**src/dmw_pkg.sv**
```systemverilog
/*
 * Shared constants and types for the data memory write path.
 * Assumes a single 200 MHz core clock; no other file depends on tool settings.
 */
package dmw_pkg;

   // Core clock period and bus timing.
   localparam int unsigned CLK_PERIOD_NS = 5;
   localparam int unsigned BUS_SLOW_HALF_NS = 5000;
   localparam int unsigned BUS_FAST_HALF_NS = 1250;
   localparam int unsigned BUS_SLOW_HALF_CYC = (BUS_SLOW_HALF_NS + CLK_PERIOD_NS - 1) / CLK_PERIOD_NS;
   localparam int unsigned BUS_FAST_HALF_CYC = (BUS_FAST_HALF_NS + CLK_PERIOD_NS - 1) / CLK_PERIOD_NS;
   localparam int unsigned BUS_CNT_W = 11;

   // Address space limits.
   localparam logic [8:0] PRIMARY_TOP_DEF = 9'h0ff;
   localparam logic [8:0] AUX_TOP = 9'h0ff;

   // Bus framing.
   localparam logic       BUS_DIR_WRITE = 1'b0;
   localparam logic [3:0] BUS_ACK_BIT = 4'h8;
   localparam logic [1:0] HDR_TARGET = 2'h0;
   localparam logic [1:0] HDR_LOC_HIGH = 2'h1;
   localparam logic [1:0] HDR_LOC_LOW = 2'h2;
   localparam logic [1:0] HDR_DONE = 2'h3;

   // Operation requested by the interpreter.
   typedef enum logic [2:0] {
      OP_PRIMARY_STORE,
      OP_AUX_STORE,
      OP_BUS_WRITE_LOC,
      OP_BUS_WRITE_RAW,
      OP_PRELOAD
   } dmw_op_e;

   // Non-volatile area select.
   localparam logic AREA_PRIMARY = 1'b0;
   localparam logic AREA_AUX = 1'b1;

endpackage

```
**src/dmw_write_path.sv**
```systemverilog
/*
 * Write path from the interpreter into non-volatile data memory, the auxiliary
 * storage area and an external two-wire bus target.
 * Assumes the non-volatile array sits outside on the same clock and pulses
 * nv_done_i when a byte is committed; the bus lines are open drain with pull-ups.
 */
`timescale 1ns/100ps
module dmw_write_path
   import dmw_pkg::*;
#(
   parameter bit         SHARED_MEM   = 1'b0,
   parameter logic [8:0] PRIMARY_TOP  = dmw_pkg::PRIMARY_TOP_DEF,
   parameter int         HALF_SLOW    = dmw_pkg::BUS_SLOW_HALF_CYC,
   parameter int         HALF_FAST    = dmw_pkg::BUS_FAST_HALF_CYC
) (
   // Clock, reset and enable.
   input  wire logic            core_clk_i,
   input  wire logic            rst_i,
   input  wire logic            ce_i,
   // Operation request.
   input  wire logic            cmd_valid_i,
   input  wire dmw_pkg::dmw_op_e cmd_op_i,
   input  wire logic [15:0]     cmd_loc_i,
   output logic                 cmd_ready_o,
   // Data items.
   input  wire logic            item_valid_i,
   input  wire logic [15:0]     item_data_i,
   input  wire logic            item_word_i,
   input  wire logic            item_last_i,
   output logic                 item_ready_o,
   // Program context and bus target setup.
   input  wire logic [8:0]      prog_len_i,
   input  wire logic [6:0]      tgt_addr_i,
   input  wire logic            tgt_fast_i,
   input  wire logic            tgt_word_loc_i,
   // Non-volatile array port.
   output logic                 nv_wr_o,
   output logic                 nv_area_o,
   output logic [7:0]           nv_addr_o,
   output logic [7:0]           nv_data_o,
   input  wire logic            nv_done_i,
   // Two-wire bus pins.
   output logic                 scl_o,
   output logic                 scl_oe_o,
   input  wire logic            sda_i,
   output logic                 sda_o,
   output logic                 sda_oe_o,
   // Status.
   output logic                 busy_o,
   output logic                 range_err_o,
   output logic                 nack_err_o
);
   import dmw_pkg::*;

   typedef enum logic [2:0] {S_IDLE, S_HDR, S_ITEM, S_HIGH, S_NVW, S_BUSW, S_STOP} dmw_seq_e;
   typedef enum logic [2:0] {B_IDLE, B_START, B_LO, B_HI, B_STP_LO, B_STP_HI, B_STP_END} dmw_bus_e;

   // Whether a byte may be written at the given address for the operation.
   function automatic logic dmw_ok(input dmw_op_e op, input logic [8:0] plen, input logic [8:0] addr);
      if (op == OP_AUX_STORE) begin
         dmw_ok = (addr <= AUX_TOP);
      end else if (SHARED_MEM && op == OP_PRIMARY_STORE) begin
         // A program that fills the whole space leaves no byte to write.
         dmw_ok = (plen <= PRIMARY_TOP) && (addr <= PRIMARY_TOP - plen);
      end else begin
         dmw_ok = (addr <= PRIMARY_TOP);
      end
   endfunction

   // Sequencer state.
   dmw_seq_e    st_q, st_d;
   dmw_op_e     op_q, op_d;
   logic [8:0]  addr_q, addr_d;
   logic [15:0] loc_q, loc_d;
   logic [1:0]  hdr_q, hdr_d;
   logic [7:0]  hib_q, hib_d;
   logic        hi_q, hi_d, last_q, last_d, first_q, first_d;
   logic        cmd_rdy_q, item_rdy_q;
   logic        nvwr_q, nvwr_d, area_q, area_d;
   logic [7:0]  nvaddr_q, nvaddr_d, nvdata_q, nvdata_d;
   logic        bgo_q, bgo_d, bstop_q, bstop_d, bfirst_q, bfirst_d;
   logic [7:0]  bbyte_q, bbyte_d;
   logic        rerr_q, rerr_d, nerr_q, nerr_d;
   logic        emit_v, adv_v, is_bus;
   logic [7:0]  emit_b;
   logic        busy_d;

   // Bus engine state.
   dmw_bus_e               bst_q, bst_d;
   logic [BUS_CNT_W-1:0]   cnt_q, cnt_d;
   logic [3:0]             bit_q, bit_d;
   logic [7:0]             sh_q, sh_d;
   logic                   scl_lo_q, scl_lo_d, sda_lo_q, sda_lo_d;
   logic                   bdone_q, bdone_d, bnack_q, bnack_d;
   logic                   sda_m_q, sda_s_q;
   logic [BUS_CNT_W-1:0]   half_v, mid_v;

   assign is_bus = (op_q == OP_BUS_WRITE_LOC) || (op_q == OP_BUS_WRITE_RAW);

   always_comb begin
      st_d = st_q; op_d = op_q; addr_d = addr_q; loc_d = loc_q; hdr_d = hdr_q;
      hib_d = hib_q; hi_d = hi_q; last_d = last_q; first_d = first_q;
      nvwr_d = 1'b0; area_d = area_q; nvaddr_d = nvaddr_q; nvdata_d = nvdata_q;
      bgo_d = 1'b0; bstop_d = 1'b0; bfirst_d = bfirst_q; bbyte_d = bbyte_q;
      rerr_d = rerr_q; nerr_d = nerr_q;
      emit_v = 1'b0; emit_b = 8'h00; adv_v = 1'b0;
      case (st_q)
         S_IDLE: begin
            if (cmd_valid_i && cmd_rdy_q) begin
               op_d = cmd_op_i;
               addr_d = {1'b0, cmd_loc_i[7:0]};
               loc_d = cmd_loc_i;
               rerr_d = 1'b0;
               nerr_d = 1'b0;
               first_d = 1'b1;
               if (cmd_op_i == OP_BUS_WRITE_LOC || cmd_op_i == OP_BUS_WRITE_RAW) begin
                  hdr_d = HDR_TARGET;
                  st_d = S_HDR;
               end else begin
                  hdr_d = HDR_DONE;
                  st_d = S_ITEM;
               end
            end
         end
         S_HDR: begin
            emit_v = 1'b1;
            if (hdr_q == HDR_TARGET) begin
               emit_b = {tgt_addr_i, BUS_DIR_WRITE};
            end else if (hdr_q == HDR_LOC_HIGH) begin
               emit_b = loc_q[15:8];
            end else begin
               emit_b = loc_q[7:0];
            end
         end
         S_ITEM: begin
            if (item_valid_i && item_rdy_q) begin
               hib_d = item_data_i[15:8];
               hi_d = item_word_i;
               last_d = item_last_i;
               emit_v = 1'b1;
               emit_b = item_data_i[7:0];
            end
         end
         S_HIGH: begin
            hi_d = 1'b0;
            emit_v = 1'b1;
            emit_b = hib_q;
         end
         S_NVW: begin
            if (nv_done_i) begin
               addr_d = addr_q + 9'h001;
               adv_v = 1'b1;
            end
         end
         S_BUSW: begin
            if (bdone_q) begin
               nerr_d = nerr_q | bnack_q;
               adv_v = 1'b1;
            end
         end
         S_STOP: begin
            if (bdone_q) begin
               st_d = S_IDLE;
            end
         end
         default: begin
            st_d = S_IDLE;
         end
      endcase
      if (emit_v) begin
         if (is_bus) begin
            bgo_d = 1'b1;
            bbyte_d = emit_b;
            bfirst_d = first_q;
            first_d = 1'b0;
            st_d = S_BUSW;
         end else if (dmw_ok(op_q, prog_len_i, addr_q)) begin
            nvwr_d = 1'b1;
            // The area moves only with a strobe; a preload never selects the auxiliary area.
            area_d = (op_q == OP_AUX_STORE) ? AREA_AUX : AREA_PRIMARY;
            nvaddr_d = addr_q[7:0];
            nvdata_d = emit_b;
            st_d = S_NVW;
         end else begin
            rerr_d = 1'b1;
            addr_d = addr_q + 9'h001;
            adv_v = 1'b1;
         end
      end
      if (adv_v) begin
         if (hdr_q != HDR_DONE) begin
            if (hdr_q == HDR_TARGET && op_q == OP_BUS_WRITE_RAW) begin
               hdr_d = HDR_DONE;
            end else if (hdr_q == HDR_TARGET) begin
               hdr_d = tgt_word_loc_i ? HDR_LOC_HIGH : HDR_LOC_LOW;
            end else if (hdr_q == HDR_LOC_HIGH) begin
               hdr_d = HDR_LOC_LOW;
            end else begin
               hdr_d = HDR_DONE;
            end
            st_d = (hdr_d == HDR_DONE) ? S_ITEM : S_HDR;
         end else if (hi_d) begin
            st_d = S_HIGH;
         end else if (last_d) begin
            bstop_d = is_bus;
            st_d = is_bus ? S_STOP : S_IDLE;
         end else begin
            st_d = S_ITEM;
         end
      end
      busy_d = (st_d != S_IDLE);
   end

   always_ff @(posedge core_clk_i or posedge rst_i) begin
      if (rst_i) begin
         st_q <= S_IDLE; op_q <= OP_PRIMARY_STORE; addr_q <= '0; loc_q <= '0; hdr_q <= HDR_DONE;
         hib_q <= '0; hi_q <= 1'b0; last_q <= 1'b0; first_q <= 1'b0;
         cmd_rdy_q <= 1'b0; item_rdy_q <= 1'b0;
         nvwr_q <= 1'b0; area_q <= AREA_PRIMARY; nvaddr_q <= '0; nvdata_q <= '0;
         bgo_q <= 1'b0; bstop_q <= 1'b0; bfirst_q <= 1'b0; bbyte_q <= '0;
         rerr_q <= 1'b0; nerr_q <= 1'b0; busy_o <= 1'b0;
      end else if (ce_i) begin
         st_q <= st_d; op_q <= op_d; addr_q <= addr_d; loc_q <= loc_d; hdr_q <= hdr_d;
         hib_q <= hib_d; hi_q <= hi_d; last_q <= last_d; first_q <= first_d;
         cmd_rdy_q <= (st_d == S_IDLE);
         // Ready drops for a cycle after every take, even when the byte is skipped.
         item_rdy_q <= (st_d == S_ITEM) && !(item_valid_i && item_rdy_q);
         nvwr_q <= nvwr_d; area_q <= area_d; nvaddr_q <= nvaddr_d; nvdata_q <= nvdata_d;
         bgo_q <= bgo_d; bstop_q <= bstop_d; bfirst_q <= bfirst_d; bbyte_q <= bbyte_d;
         rerr_q <= rerr_d; nerr_q <= nerr_d; busy_o <= busy_d;
      end
   end

   // Bus bit engine: SCL is held low between bytes of one frame.
   always_comb begin
      bst_d = bst_q; cnt_d = cnt_q; bit_d = bit_q; sh_d = sh_q;
      scl_lo_d = scl_lo_q; sda_lo_d = sda_lo_q; bdone_d = 1'b0; bnack_d = bnack_q;
      half_v = tgt_fast_i ? BUS_CNT_W'(HALF_FAST) : BUS_CNT_W'(HALF_SLOW);
      mid_v = half_v >> 1;
      if (bst_q != B_IDLE && cnt_q != '0) begin
         cnt_d = cnt_q - BUS_CNT_W'(1);
      end
      case (bst_q)
         B_IDLE: begin
            if (bgo_q) begin
               sh_d = bbyte_q;
               bit_d = '0;
               cnt_d = half_v;
               if (bfirst_q) begin
                  sda_lo_d = 1'b1;
                  bst_d = B_START;
               end else begin
                  bst_d = B_LO;
               end
            end else if (bstop_q) begin
               cnt_d = half_v;
               bst_d = B_STP_LO;
            end
         end
         B_START: begin
            if (cnt_q == '0) begin
               scl_lo_d = 1'b1;
               cnt_d = half_v;
               bst_d = B_LO;
            end
         end
         B_LO: begin
            if (cnt_q == mid_v) begin
               sda_lo_d = (bit_q == BUS_ACK_BIT) ? 1'b0 : ~sh_q[7];
            end
            if (cnt_q == '0) begin
               scl_lo_d = 1'b0;
               cnt_d = half_v;
               bst_d = B_HI;
            end
         end
         B_HI: begin
            if (cnt_q == '0) begin
               scl_lo_d = 1'b1;
               cnt_d = half_v;
               if (bit_q == BUS_ACK_BIT) begin
                  bnack_d = sda_s_q;
                  bdone_d = 1'b1;
                  bst_d = B_IDLE;
               end else begin
                  sh_d = {sh_q[6:0], 1'b0};
                  bit_d = bit_q + 4'h1;
                  bst_d = B_LO;
               end
            end
         end
         B_STP_LO: begin
            if (cnt_q == mid_v) begin
               sda_lo_d = 1'b1;
            end
            if (cnt_q == '0) begin
               scl_lo_d = 1'b0;
               cnt_d = half_v;
               bst_d = B_STP_HI;
            end
         end
         B_STP_HI: begin
            if (cnt_q == '0) begin
               sda_lo_d = 1'b0;
               cnt_d = half_v;
               bst_d = B_STP_END;
            end
         end
         B_STP_END: begin
            if (cnt_q == '0) begin
               bdone_d = 1'b1;
               bst_d = B_IDLE;
            end
         end
         default: begin
            bst_d = B_IDLE;
         end
      endcase
   end

   always_ff @(posedge core_clk_i or posedge rst_i) begin
      if (rst_i) begin
         bst_q <= B_IDLE; cnt_q <= '0; bit_q <= '0; sh_q <= '0;
         scl_lo_q <= 1'b0; sda_lo_q <= 1'b0; bdone_q <= 1'b0; bnack_q <= 1'b0;
         sda_m_q <= 1'b1; sda_s_q <= 1'b1;
      end else if (ce_i) begin
         bst_q <= bst_d; cnt_q <= cnt_d; bit_q <= bit_d; sh_q <= sh_d;
         scl_lo_q <= scl_lo_d; sda_lo_q <= sda_lo_d; bdone_q <= bdone_d; bnack_q <= bnack_d;
         sda_m_q <= sda_i;
         sda_s_q <= sda_m_q;
      end
   end

   // Open-drain pins: the enable is low exactly while the line is pulled down.
   assign scl_o = 1'b0;
   assign sda_o = 1'b0;
   assign scl_oe_o = ~scl_lo_q;
   assign sda_oe_o = ~sda_lo_q;
   assign cmd_ready_o = cmd_rdy_q;
   assign item_ready_o = item_rdy_q;
   assign nv_wr_o = nvwr_q;
   assign nv_area_o = area_q;
   assign nv_addr_o = nvaddr_q;
   assign nv_data_o = nvdata_q;
   assign range_err_o = rerr_q;
   assign nack_err_o = nerr_q;

endmodule

```
**config.mk**
```make
export PLATFORM = sky130hd
export DESIGN_NAME = dmw_write_path
export DESIGN_NICKNAME = d
export VERILOG_FILES = /design/src/dmw_pkg.sv /design/src/dmw_write_path.sv
export SDC_FILE = /design/constraint.sdc
export NUM_CORES = 1
export LEC_CHECK = 0
export BUFFER_PORTS_ARGS = -buffer_cell sky130_fd_sc_hd__buf_4
export CAP_MARGIN = 20
export CELL_PAD_IN_SITES_DETAIL_PLACEMENT = 1
export CELL_PAD_IN_SITES_GLOBAL_PLACEMENT = 2
export CORE_MARGIN = 2
export CORE_UTILIZATION = 30
export CTS_CLUSTER_SIZE = 8
export DETAILED_ROUTE_END_ITERATION = 12
export GPL_TIMING_DRIVEN = 0
export PLACE_DENSITY_LB_ADDON = 0.1
export SETUP_SLACK_MARGIN = 0.5
export SYNTH_ARGS = -nofsm -noshare
export SYNTH_HDL_FRONTEND = slang
export SYNTH_SLANG_ARGS = --single-unit
```
**constraint.sdc**
```tcl
create_clock -name core_clk_i -period 10.9 [get_ports core_clk_i]
set_input_delay 2.18 -clock core_clk_i [delete_from_list [all_inputs] [get_ports core_clk_i]]
set_output_delay 2.18 -clock core_clk_i [all_outputs]
set_load 0.01 [all_outputs]
```
==> summary.md, run 1 <==
| Metric | Value |
|---|---|
| Status | `completed` |
| Inserted Clock Buffers | `9` |
| Post-layout minimum cycle time | `4.05 ns` |
| DR iter-0 viols | `~170` |
| Gpl congestion | `around 0.8` |
| Fin util | `0.368` |
| # port buffers | `77` |
| Hold Fails Final Rpt | `0` |
| Total global routing overflow | `0` |
| Endpoint class of the critical path | `flop` |
| Synth top cells by count | `106 x dfrtp_1, 63 x nand2_1, 60 x nor2_1` |
| Drt pass-1 iters | `4` |
| Worst Clk Skew | `between 0.01 and 0.015 ns` |
| Setup TNS | `0 ns` |
| Static leakage | `between 3 and 4 nW` |
| Die Footprint | `~0.02 mm^2` |
| Antenna cells | `0` |
| Data required, critical path | `around 11 ns` |
| First-pass GRT wire length | `27400 um` |
| Period utilization | `0.372` |
| Fmax | `roughly 250 MHz` |
| Hold_buf cts | `0` |
| Clock Latency Late Sink | `~0.36 ns` |
| Post-Syn Instances | `between 500 and 600` |
| Cell taking the most area after synthesis | `dfrtp_1` |
| Yosys top cell area share | `0.470` |
| CTS H-tree lvls | `3` |
| Crit-path max FO | `10` |
| Largest net degree at the start of global routing | `86` |
| Worst Setup Start Kind | `primary input` |
| Sequential fraction of the synthesis area | `0.488` |
| Xor/xnor share of the synthesized area | `0.00930` |
| Async S/R FF share, synth | `1.00` |
| Worst-margin pin slew | `around 1.1 ns` |
| Layout cells sized above 1 | `0.228` |
| CP delay by family, top | `buffers and inverters` |
| Synthesis-stage register bit count | `110` |
| Max Cap Viol | `0` |
| RSZ-0062 raised after global routing | `no` |
| Num ports | `89` |
| Synth unique cells | `66` |
| # Post-CTS Setup Buffers | `0` |
| Nets | `741` |
| Root buffer cell | `clkbuf_16` |
| Warnings, synthesis | `0` |
| Max clock buf depth | `2` |
| Crit Path Category | `in2reg` |
| Setup violators final | `0` |
| Adder-Cell Fraction of Synth Area | `0.0111` |
| Die height | `141 um` |
| Dominant cells by area after synthesis | `dfrtp_1 47%, mux2_2 7.8%, nand2_1 4.2%, a21oi_1 4.1%, nor2_1 4.0%` |
| Post-DR vias/cell | `between 5 and 6` |
| Worst-path cell chain | `buf_4, clkinv_1, or3_1, nor2_1, o21ai_1, clkbuf_1, nand2_1, o21ai_0` |
| Wire per inst | `about 19 um` |
| Compound-cell area share of the yosys netlist | `0.168` |
| Syn_area_per_cell | `about 9.7 um^2` |
| Crit path DAT | `between 4 and 5 ns` |
| EDFF count, synth | `0` |
| Most common cell in the netlist | `dfrtp_1` |
| Post-Syn Area | `about 0.0056 mm^2` |
| TritonCTS Sinks | `between 100 and 150` |
| Site Rows | `50` |
| Slew margin rel. | `0.270` |
| Die W | `between 100 and 150 um` |
| Clock transition at path regs | `about 0.070 ns` |
| CP max stage delay | `around 0.56 ns` |
| WL final | `between 15000 and 20000 um` |
| Hpwl dp | `12700 um` |
| Total GRT Usage | `0.177` |
| Max Slew Vio Count | `0` |
| CTS tree | `yes` |
| Largest family of logic cells by synthesized area | `simple AND/OR/NAND/NOR gates` |
| Drc violations | `0` |
| Most used flip-flop cell after synthesis | `dfrtp_1` |
| Initial antenna violation count | `0` |
| Synth Area in Simple Gates | `0.173` |
| Power Density | `about 220 mW/mm^2` |
| Min-Delay Path Class | `reg2reg` |
| Fin area | `~0.007 mm^2` |
| Slowest-stage cell, CP | `or3_1` |
| VDD IR max | `0.100 mV` |
| Vias | `about 4700` |
| Initial Util | `0.304` |
| Number of global-route vias before repair | `between 4000 and 5000` |
| DP Area | `0.00656 mm^2` |
| CTS resizes | `0` |
| Routed Antenna Nets | `0` |
| Hold WS | `slightly below 0.5 ns` |
| Mux contribution to synthesized area | `0.110` |
| Area Overhead vs Synth | `21.2%` |
| Total power | `roughly 1.5 mW` |
| Area of the core | `roughly 0.019 mm^2` |
| Crit path buf inv count | `3` |
==> cell type report <==
cell class,instances,area (um^2)
fill,2111,11700
sequential,110,2760
multi-input combinational,419,2670
timing repair buffer,78,606
tap,234,293
clock buffer,10,229
buffer,30,128
inverter,26,103
clock inverter,6,62.6
==> logic make-up (layout without fill, tap and decap cells) <==
group           after synthesis  count (layout)
other cells                   1               2
flops                       110             110
xor+xnor                      6               6
buf+inv                      56             150
fa+ha+maj                     5               5
simple gates                199             199
compound gates              150             150
mux                          57              57
==> flip-flops by register name (all words and copies together), names as in the netlist, 2 cells and up <==
register	count
addr_q	9
bbyte_q	8
bit_q	4
bst_q	3
cnt_q	11
hdr_q	2
hib_q	8
loc_q	16
nv_addr_o	8
nv_data_o	8
op_q	3
sh_q	8
st_q	3
==> per-stage QoR <==
step,setup WS [ns],cells
2_1_floorplan,5.82,585
3_3_place_gp,4.19,896
3_5_place_dp,6.45,897
4_1_cts,6.84,913
5_1_grt,6.63,913
6_report,6.85,913
==> worst register-to-register path, cell delays in order (launching register included) <==
cell and delay [ns]:
dfrtp_1 0.47, ha_1 0.31, nand3_1 0.14, nor2_1 0.05, ha_1 0.23, nor4_2 0.42, a21oi_1 0.28, or2_2 0.40
a2bb2oi_1 0.21, o32a_1 0.37
==> report_power, final <==
part | switching [mW] | leakage [nW] | internal, mW
logic | 0.270 | 1.51 | 0.239
clock network | 0.159 | 0.146 | 0.178
registers | 0.120 | 1.38 | 0.551
total | 0.549 | 3.04 | 0.968
==> cell usage in the layout, fill, tap and decap left out, drive strengths merged, types with 5 or more instances in the layout <==
cell	n
nor2	62
ha	5
mux2i	18
o21a	5
nand2	63
inv	25
nand4	10
or3	5
and2	5
nor3	11
buf	84
a21oi	46
mux2	39
a21o	5
clkinv	6
dfrtp	106
clkbuf	34
a221oi	10
nor4	6
o31ai	5
nand3	12
o21ai	44
a31oi	6
==> per-layer routing <==
| metal | track usage | routed length [um] | vias up |
|---|---|---|---|
| met5 | 0 | 0 | - |
| met4 | 0.0516 | 237 | 0 |
| met3 | 0.0289 | 411 | 17 |
| met2 | 0.304 | 8520 | 64 |
| met1 | 0.229 | 7790 | 2368 |
| li1 | - | - | 2269 |
==> final timing paths <==
kind	end	start	cells after the start	slack (ns)
min in group asynchronous	item_ready_o	rst_i	2	1.77
max in group asynchronous	sda_s_q	rst_i	3	8.38
worst min register to register	bfirst_q	first_q	2	0.48
worst min-delay path	bfirst_q	first_q	2	0.48
worst max register to register	busy_o	addr_q[0]	9	7.91
worst max-delay path	nv_data_o[2]	ce_i	8	6.85
Note: power is estimated with default switching activity, not from simulation.
==> run 2, diff against run 1 <==
- ABC_AREA: not set -> 1
- clock period: 10.9 -> 3.9 ns (I/O delays scaled with it)
==> run 2 against run 1 <==
Global-route usage increased by 2.4 points. Hold slack got worse by 0.046 ns. Sequential cell count unchanged. Sequential power increased to 2.6 times the previous value. Clock power increased to 2.8 times the previous value. Register-to-register slack got worse by 6.5 ns. Worst setup slack got worse by 5.4 ns. Highest routed layer unchanged. Critical path depth increased by 6. Clock skew decreased by 0.0043 ns. Sequential share of layout area decreased by 1.7 points. Utilization about the same.
==> summary.md, run 2 <==
| Metric | Value |
|---|---|
| Die W | `roughly 140 um` |
| Most used flip-flop cell after synthesis | `dfrtp_1` |
| Clock transition at path regs | `around 0.080 ns` |
| Routed Antenna Nets | `0` |
| Max clock buf depth | `2` |
| Commonest cells after routing, fill and taps aside | `210 x nand2_1, 106 x dfrtp_1, 88 x inv_1` |
| CTS H-tree lvls | `3` |
| Worst r2r dst | `nv_area_o` |
| Inserted Clock Buffers | `9` |
| R2r setup slk | `1.43 ns` |
| Crit path DAT | `2.71 ns` |
| CTS resizes | `0` |
| Mux contribution to synthesized area | `0.00764` |
| CP max stage delay | `0.39 ns` |
| CTS tree | `yes` |
| Dominant cells by area after synthesis | `dfrtp_1 45%, nand2_1 13%, inv_1 5.7%, o21ai_0 4.4%, nand3_1 4.0%` |
| Post-DR vias/cell | `~4.8` |
| Adder-Cell Fraction of Synth Area | `0.0106` |
| Max Cap Viol | `0` |
| Endpoint class of the critical path | `flop` |
| Antenna cells | `0` |
| Die height | `about 140 um` |
| Crit path buf inv count | `5` |
| Post-Syn Area | `~0.0059 mm^2` |
| Sequential fraction of the synthesis area | `0.468` |
| Setup violators final | `0` |
| R2R depth | `14` |
| WL final | `19700 um` |
| First-pass GRT wire length | `around 32000 um` |
| Initial antenna violation count | `0` |
| Post-layout minimum cycle time | `between 2 and 2.5 ns` |
| Data required, critical path | `about 4.1 ns` |
| Total GRT Usage | `0.201` |
| Regs by FF count | `loc_q: 16 flops, cnt_q: 11 flops, addr_q: 9 flops` |
| Yosys top cell area share | `0.450` |
| Clock Latency Late Sink | `0.36 ns` |
| Worst-margin pin slew | `about 0.80 ns` |
| Drc violations | `0` |
| Initial Util | `0.304` |
| Compound-cell area share of the yosys netlist | `0.162` |
| Largest net degree at the start of global routing | `41` |
| Total global routing overflow | `0` |
| Hold Fails Final Rpt | `0` |
| Slew margin rel. | `0.467` |
| Synth Area in Simple Gates | `0.259` |
| Fillers | `2447` |
| GR Layer Usage met3 | `0.0411` |
| Crit Path Category | `reg2reg` |
| Hold_buf cts | `0` |
| RSZ-0062 raised after global routing | `no` |
| Static leakage | `3.47 nW` |
| Slowest-stage cell, CP | `dfrtp_1` |
| Worst Setup Start Kind | `flop` |
| Gpl congestion | `~0.82` |
| Sequential cell area | `between 0.002 and 0.003 mm^2` |
| Syn_area_per_cell | `around 7.7 um^2` |
| Power Density | `~640 mW/mm^2` |
| Synthesis-stage register bit count | `between 100 and 150` |
| Synth unique cells | `46` |
| Largest Register | `loc_q` |
| CP delay by family, top | `simple AND/OR/NAND/NOR gates` |
| Hpwl dp | `about 15000 um` |
| Largest family of logic cells by synthesized area | `simple AND/OR/NAND/NOR gates` |
| Crit-path max FO | `10` |
| Max Slew Vio Count | `0` |
| Synth top cells by count | `210 x nand2_1, 106 x dfrtp_1, 89 x inv_1` |
| Wire per inst | `about 17 um` |
| # Post-CTS Setup Buffers | `0` |
| Cell taking the most area after synthesis | `dfrtp_1` |
| Async S/R FF share, synth | `1.00` |
| Drt pass-1 iters | `4` |
| Met1 track demand over resource | `0.270` |
| Vias | `5446` |
| Worst-path cell chain | `ha_1, nand3_1, nor2_1, inv_1, nor3_1, ha_1, inv_1, nand2_1, inv_1, nor3_2, inv_2, buf_2, nand2_1, o31ai_1` |
| Multi-input logic area | `between 0.002 and 0.003 mm^2` |
| # port buffers | `76` |
| Root buffer cell | `clkbuf_16` |
| EDFF count, synth | `0` |
| Setup TNS | `0 ns` |
| Site Rows | `51` |
| Fin util | `0.369` |
| Met2 GRT Util | `0.336` |
| Period utilization | `0.633` |
| Number of global-route vias before repair | `approximately 5900` |
| Xor/xnor share of the synthesized area | `0.00594` |
| Cell mode on critical path | `inv_1` |
| Post-Syn Instances | `between 700 and 800` |
| Max reg flops | `16` |
| Most common cell after layout, fill and taps aside | `nand2_1` |
| Min-Delay Path Class | `in2async` |
| Layout cells sized above 1 | `0.179` |
| Die Footprint | `around 0.021 mm^2` |
| Busiest grt layer | `met2` |
| Warnings, synthesis | `0` |
| Area of the core | `between 0.015 and 0.02 mm^2` |
| Fmax | `roughly 400 MHz` |
| TritonCTS Sinks | `between 100 and 150` |
| Nets | `slightly above 900` |
| Area Overhead vs Synth | `21.3%` |
| VDD IR max | `0.231 mV` |
| Num ports | `89` |
| Worst Clk Skew | `roughly 0.0081 ns` |
| Most common cell in the netlist | `nand2_1` |
| Worst Setup SP | `addr_q[0]` |
| Worst r2r src | `addr_q[0]` |
| Status | `completed` |
| DR iter-0 viols | `167` |
[run 2: per-stage QoR]
stage	setup WS (ns)	cell area, um^2	power (mW)	hold slack, ns	instances
5_1_grt	1.14	7150	4.97	0.445	1131
4_1_cts	1.44	7150	4.63	0.440	1131
3_3_place_gp	0.882	6800	3.58	0.451	1112
3_5_place_dp	1.08	6860	3.65	0.461	1115
6_report	1.43	7150	4.56	0.435	1131
2_1_floorplan	1.79	5900	2.99	0.442	771
[run 2: report_power, final]
part	total [mW]	leakage [nW]	switching, mW	internal (mW)
registers	1.72	1.36	0.252	1.46
logic	1.90	1.98	1.25	0.648
clock network	0.946	0.133	0.446	0.500
total	4.56	3.47	1.95	2.61
[run 2: layout make-up]
cell class / count / share of cell area
flip-flops and latches: 110 / 0.386
multi-input cells: 532 / 0.367
repair buffers: 79 / 0.0882
inverters: 106 / 0.0562
well taps: 265 / 0.0464
clock buffers: 12 / 0.0331
plain buffers: 23 / 0.0161
clock inverters: 4 / 0.00700
[run 2: cell families (layout without fill, tap and decap cells)]
logic type               Yosys count  in the layout
other                              1              2
multiplexers                       4              4
flip-flops                       110            110
AND/OR/NAND/NOR                  352            352
AO/OA/AOI/OAI                    165            165
XOR/XNOR                           4              4
adder cells (fa/ha/maj)            5              5
buffers and inverters            129            224
[run 2: per-layer routing]
| metal | part of all wire | vias up | wire [um] |
|---|---|---|---|
| li1 | - | 2693 | - |
| met5 | 0 | - | 0 |
| met2 | 0.47 | 98 | 9250 |
| met1 | 0.48 | 2638 | 9420 |
| met3 | 0.038 | 17 | 757 |
| met4 | 0.013 | 0 | 258 |
[run 2: how the worst max path moves through the flow]
stage	end	slack, ns	depth (start not counted)
floorplan	addr_q[0]	1.79	1
global placement	item_ready_o	0.88	2
detailed placement	addr_q[4]	1.08	4
CTS	nv_area_o	1.44	14
global route	nv_area_o	1.14	14
finish	nv_area_o	1.43	14
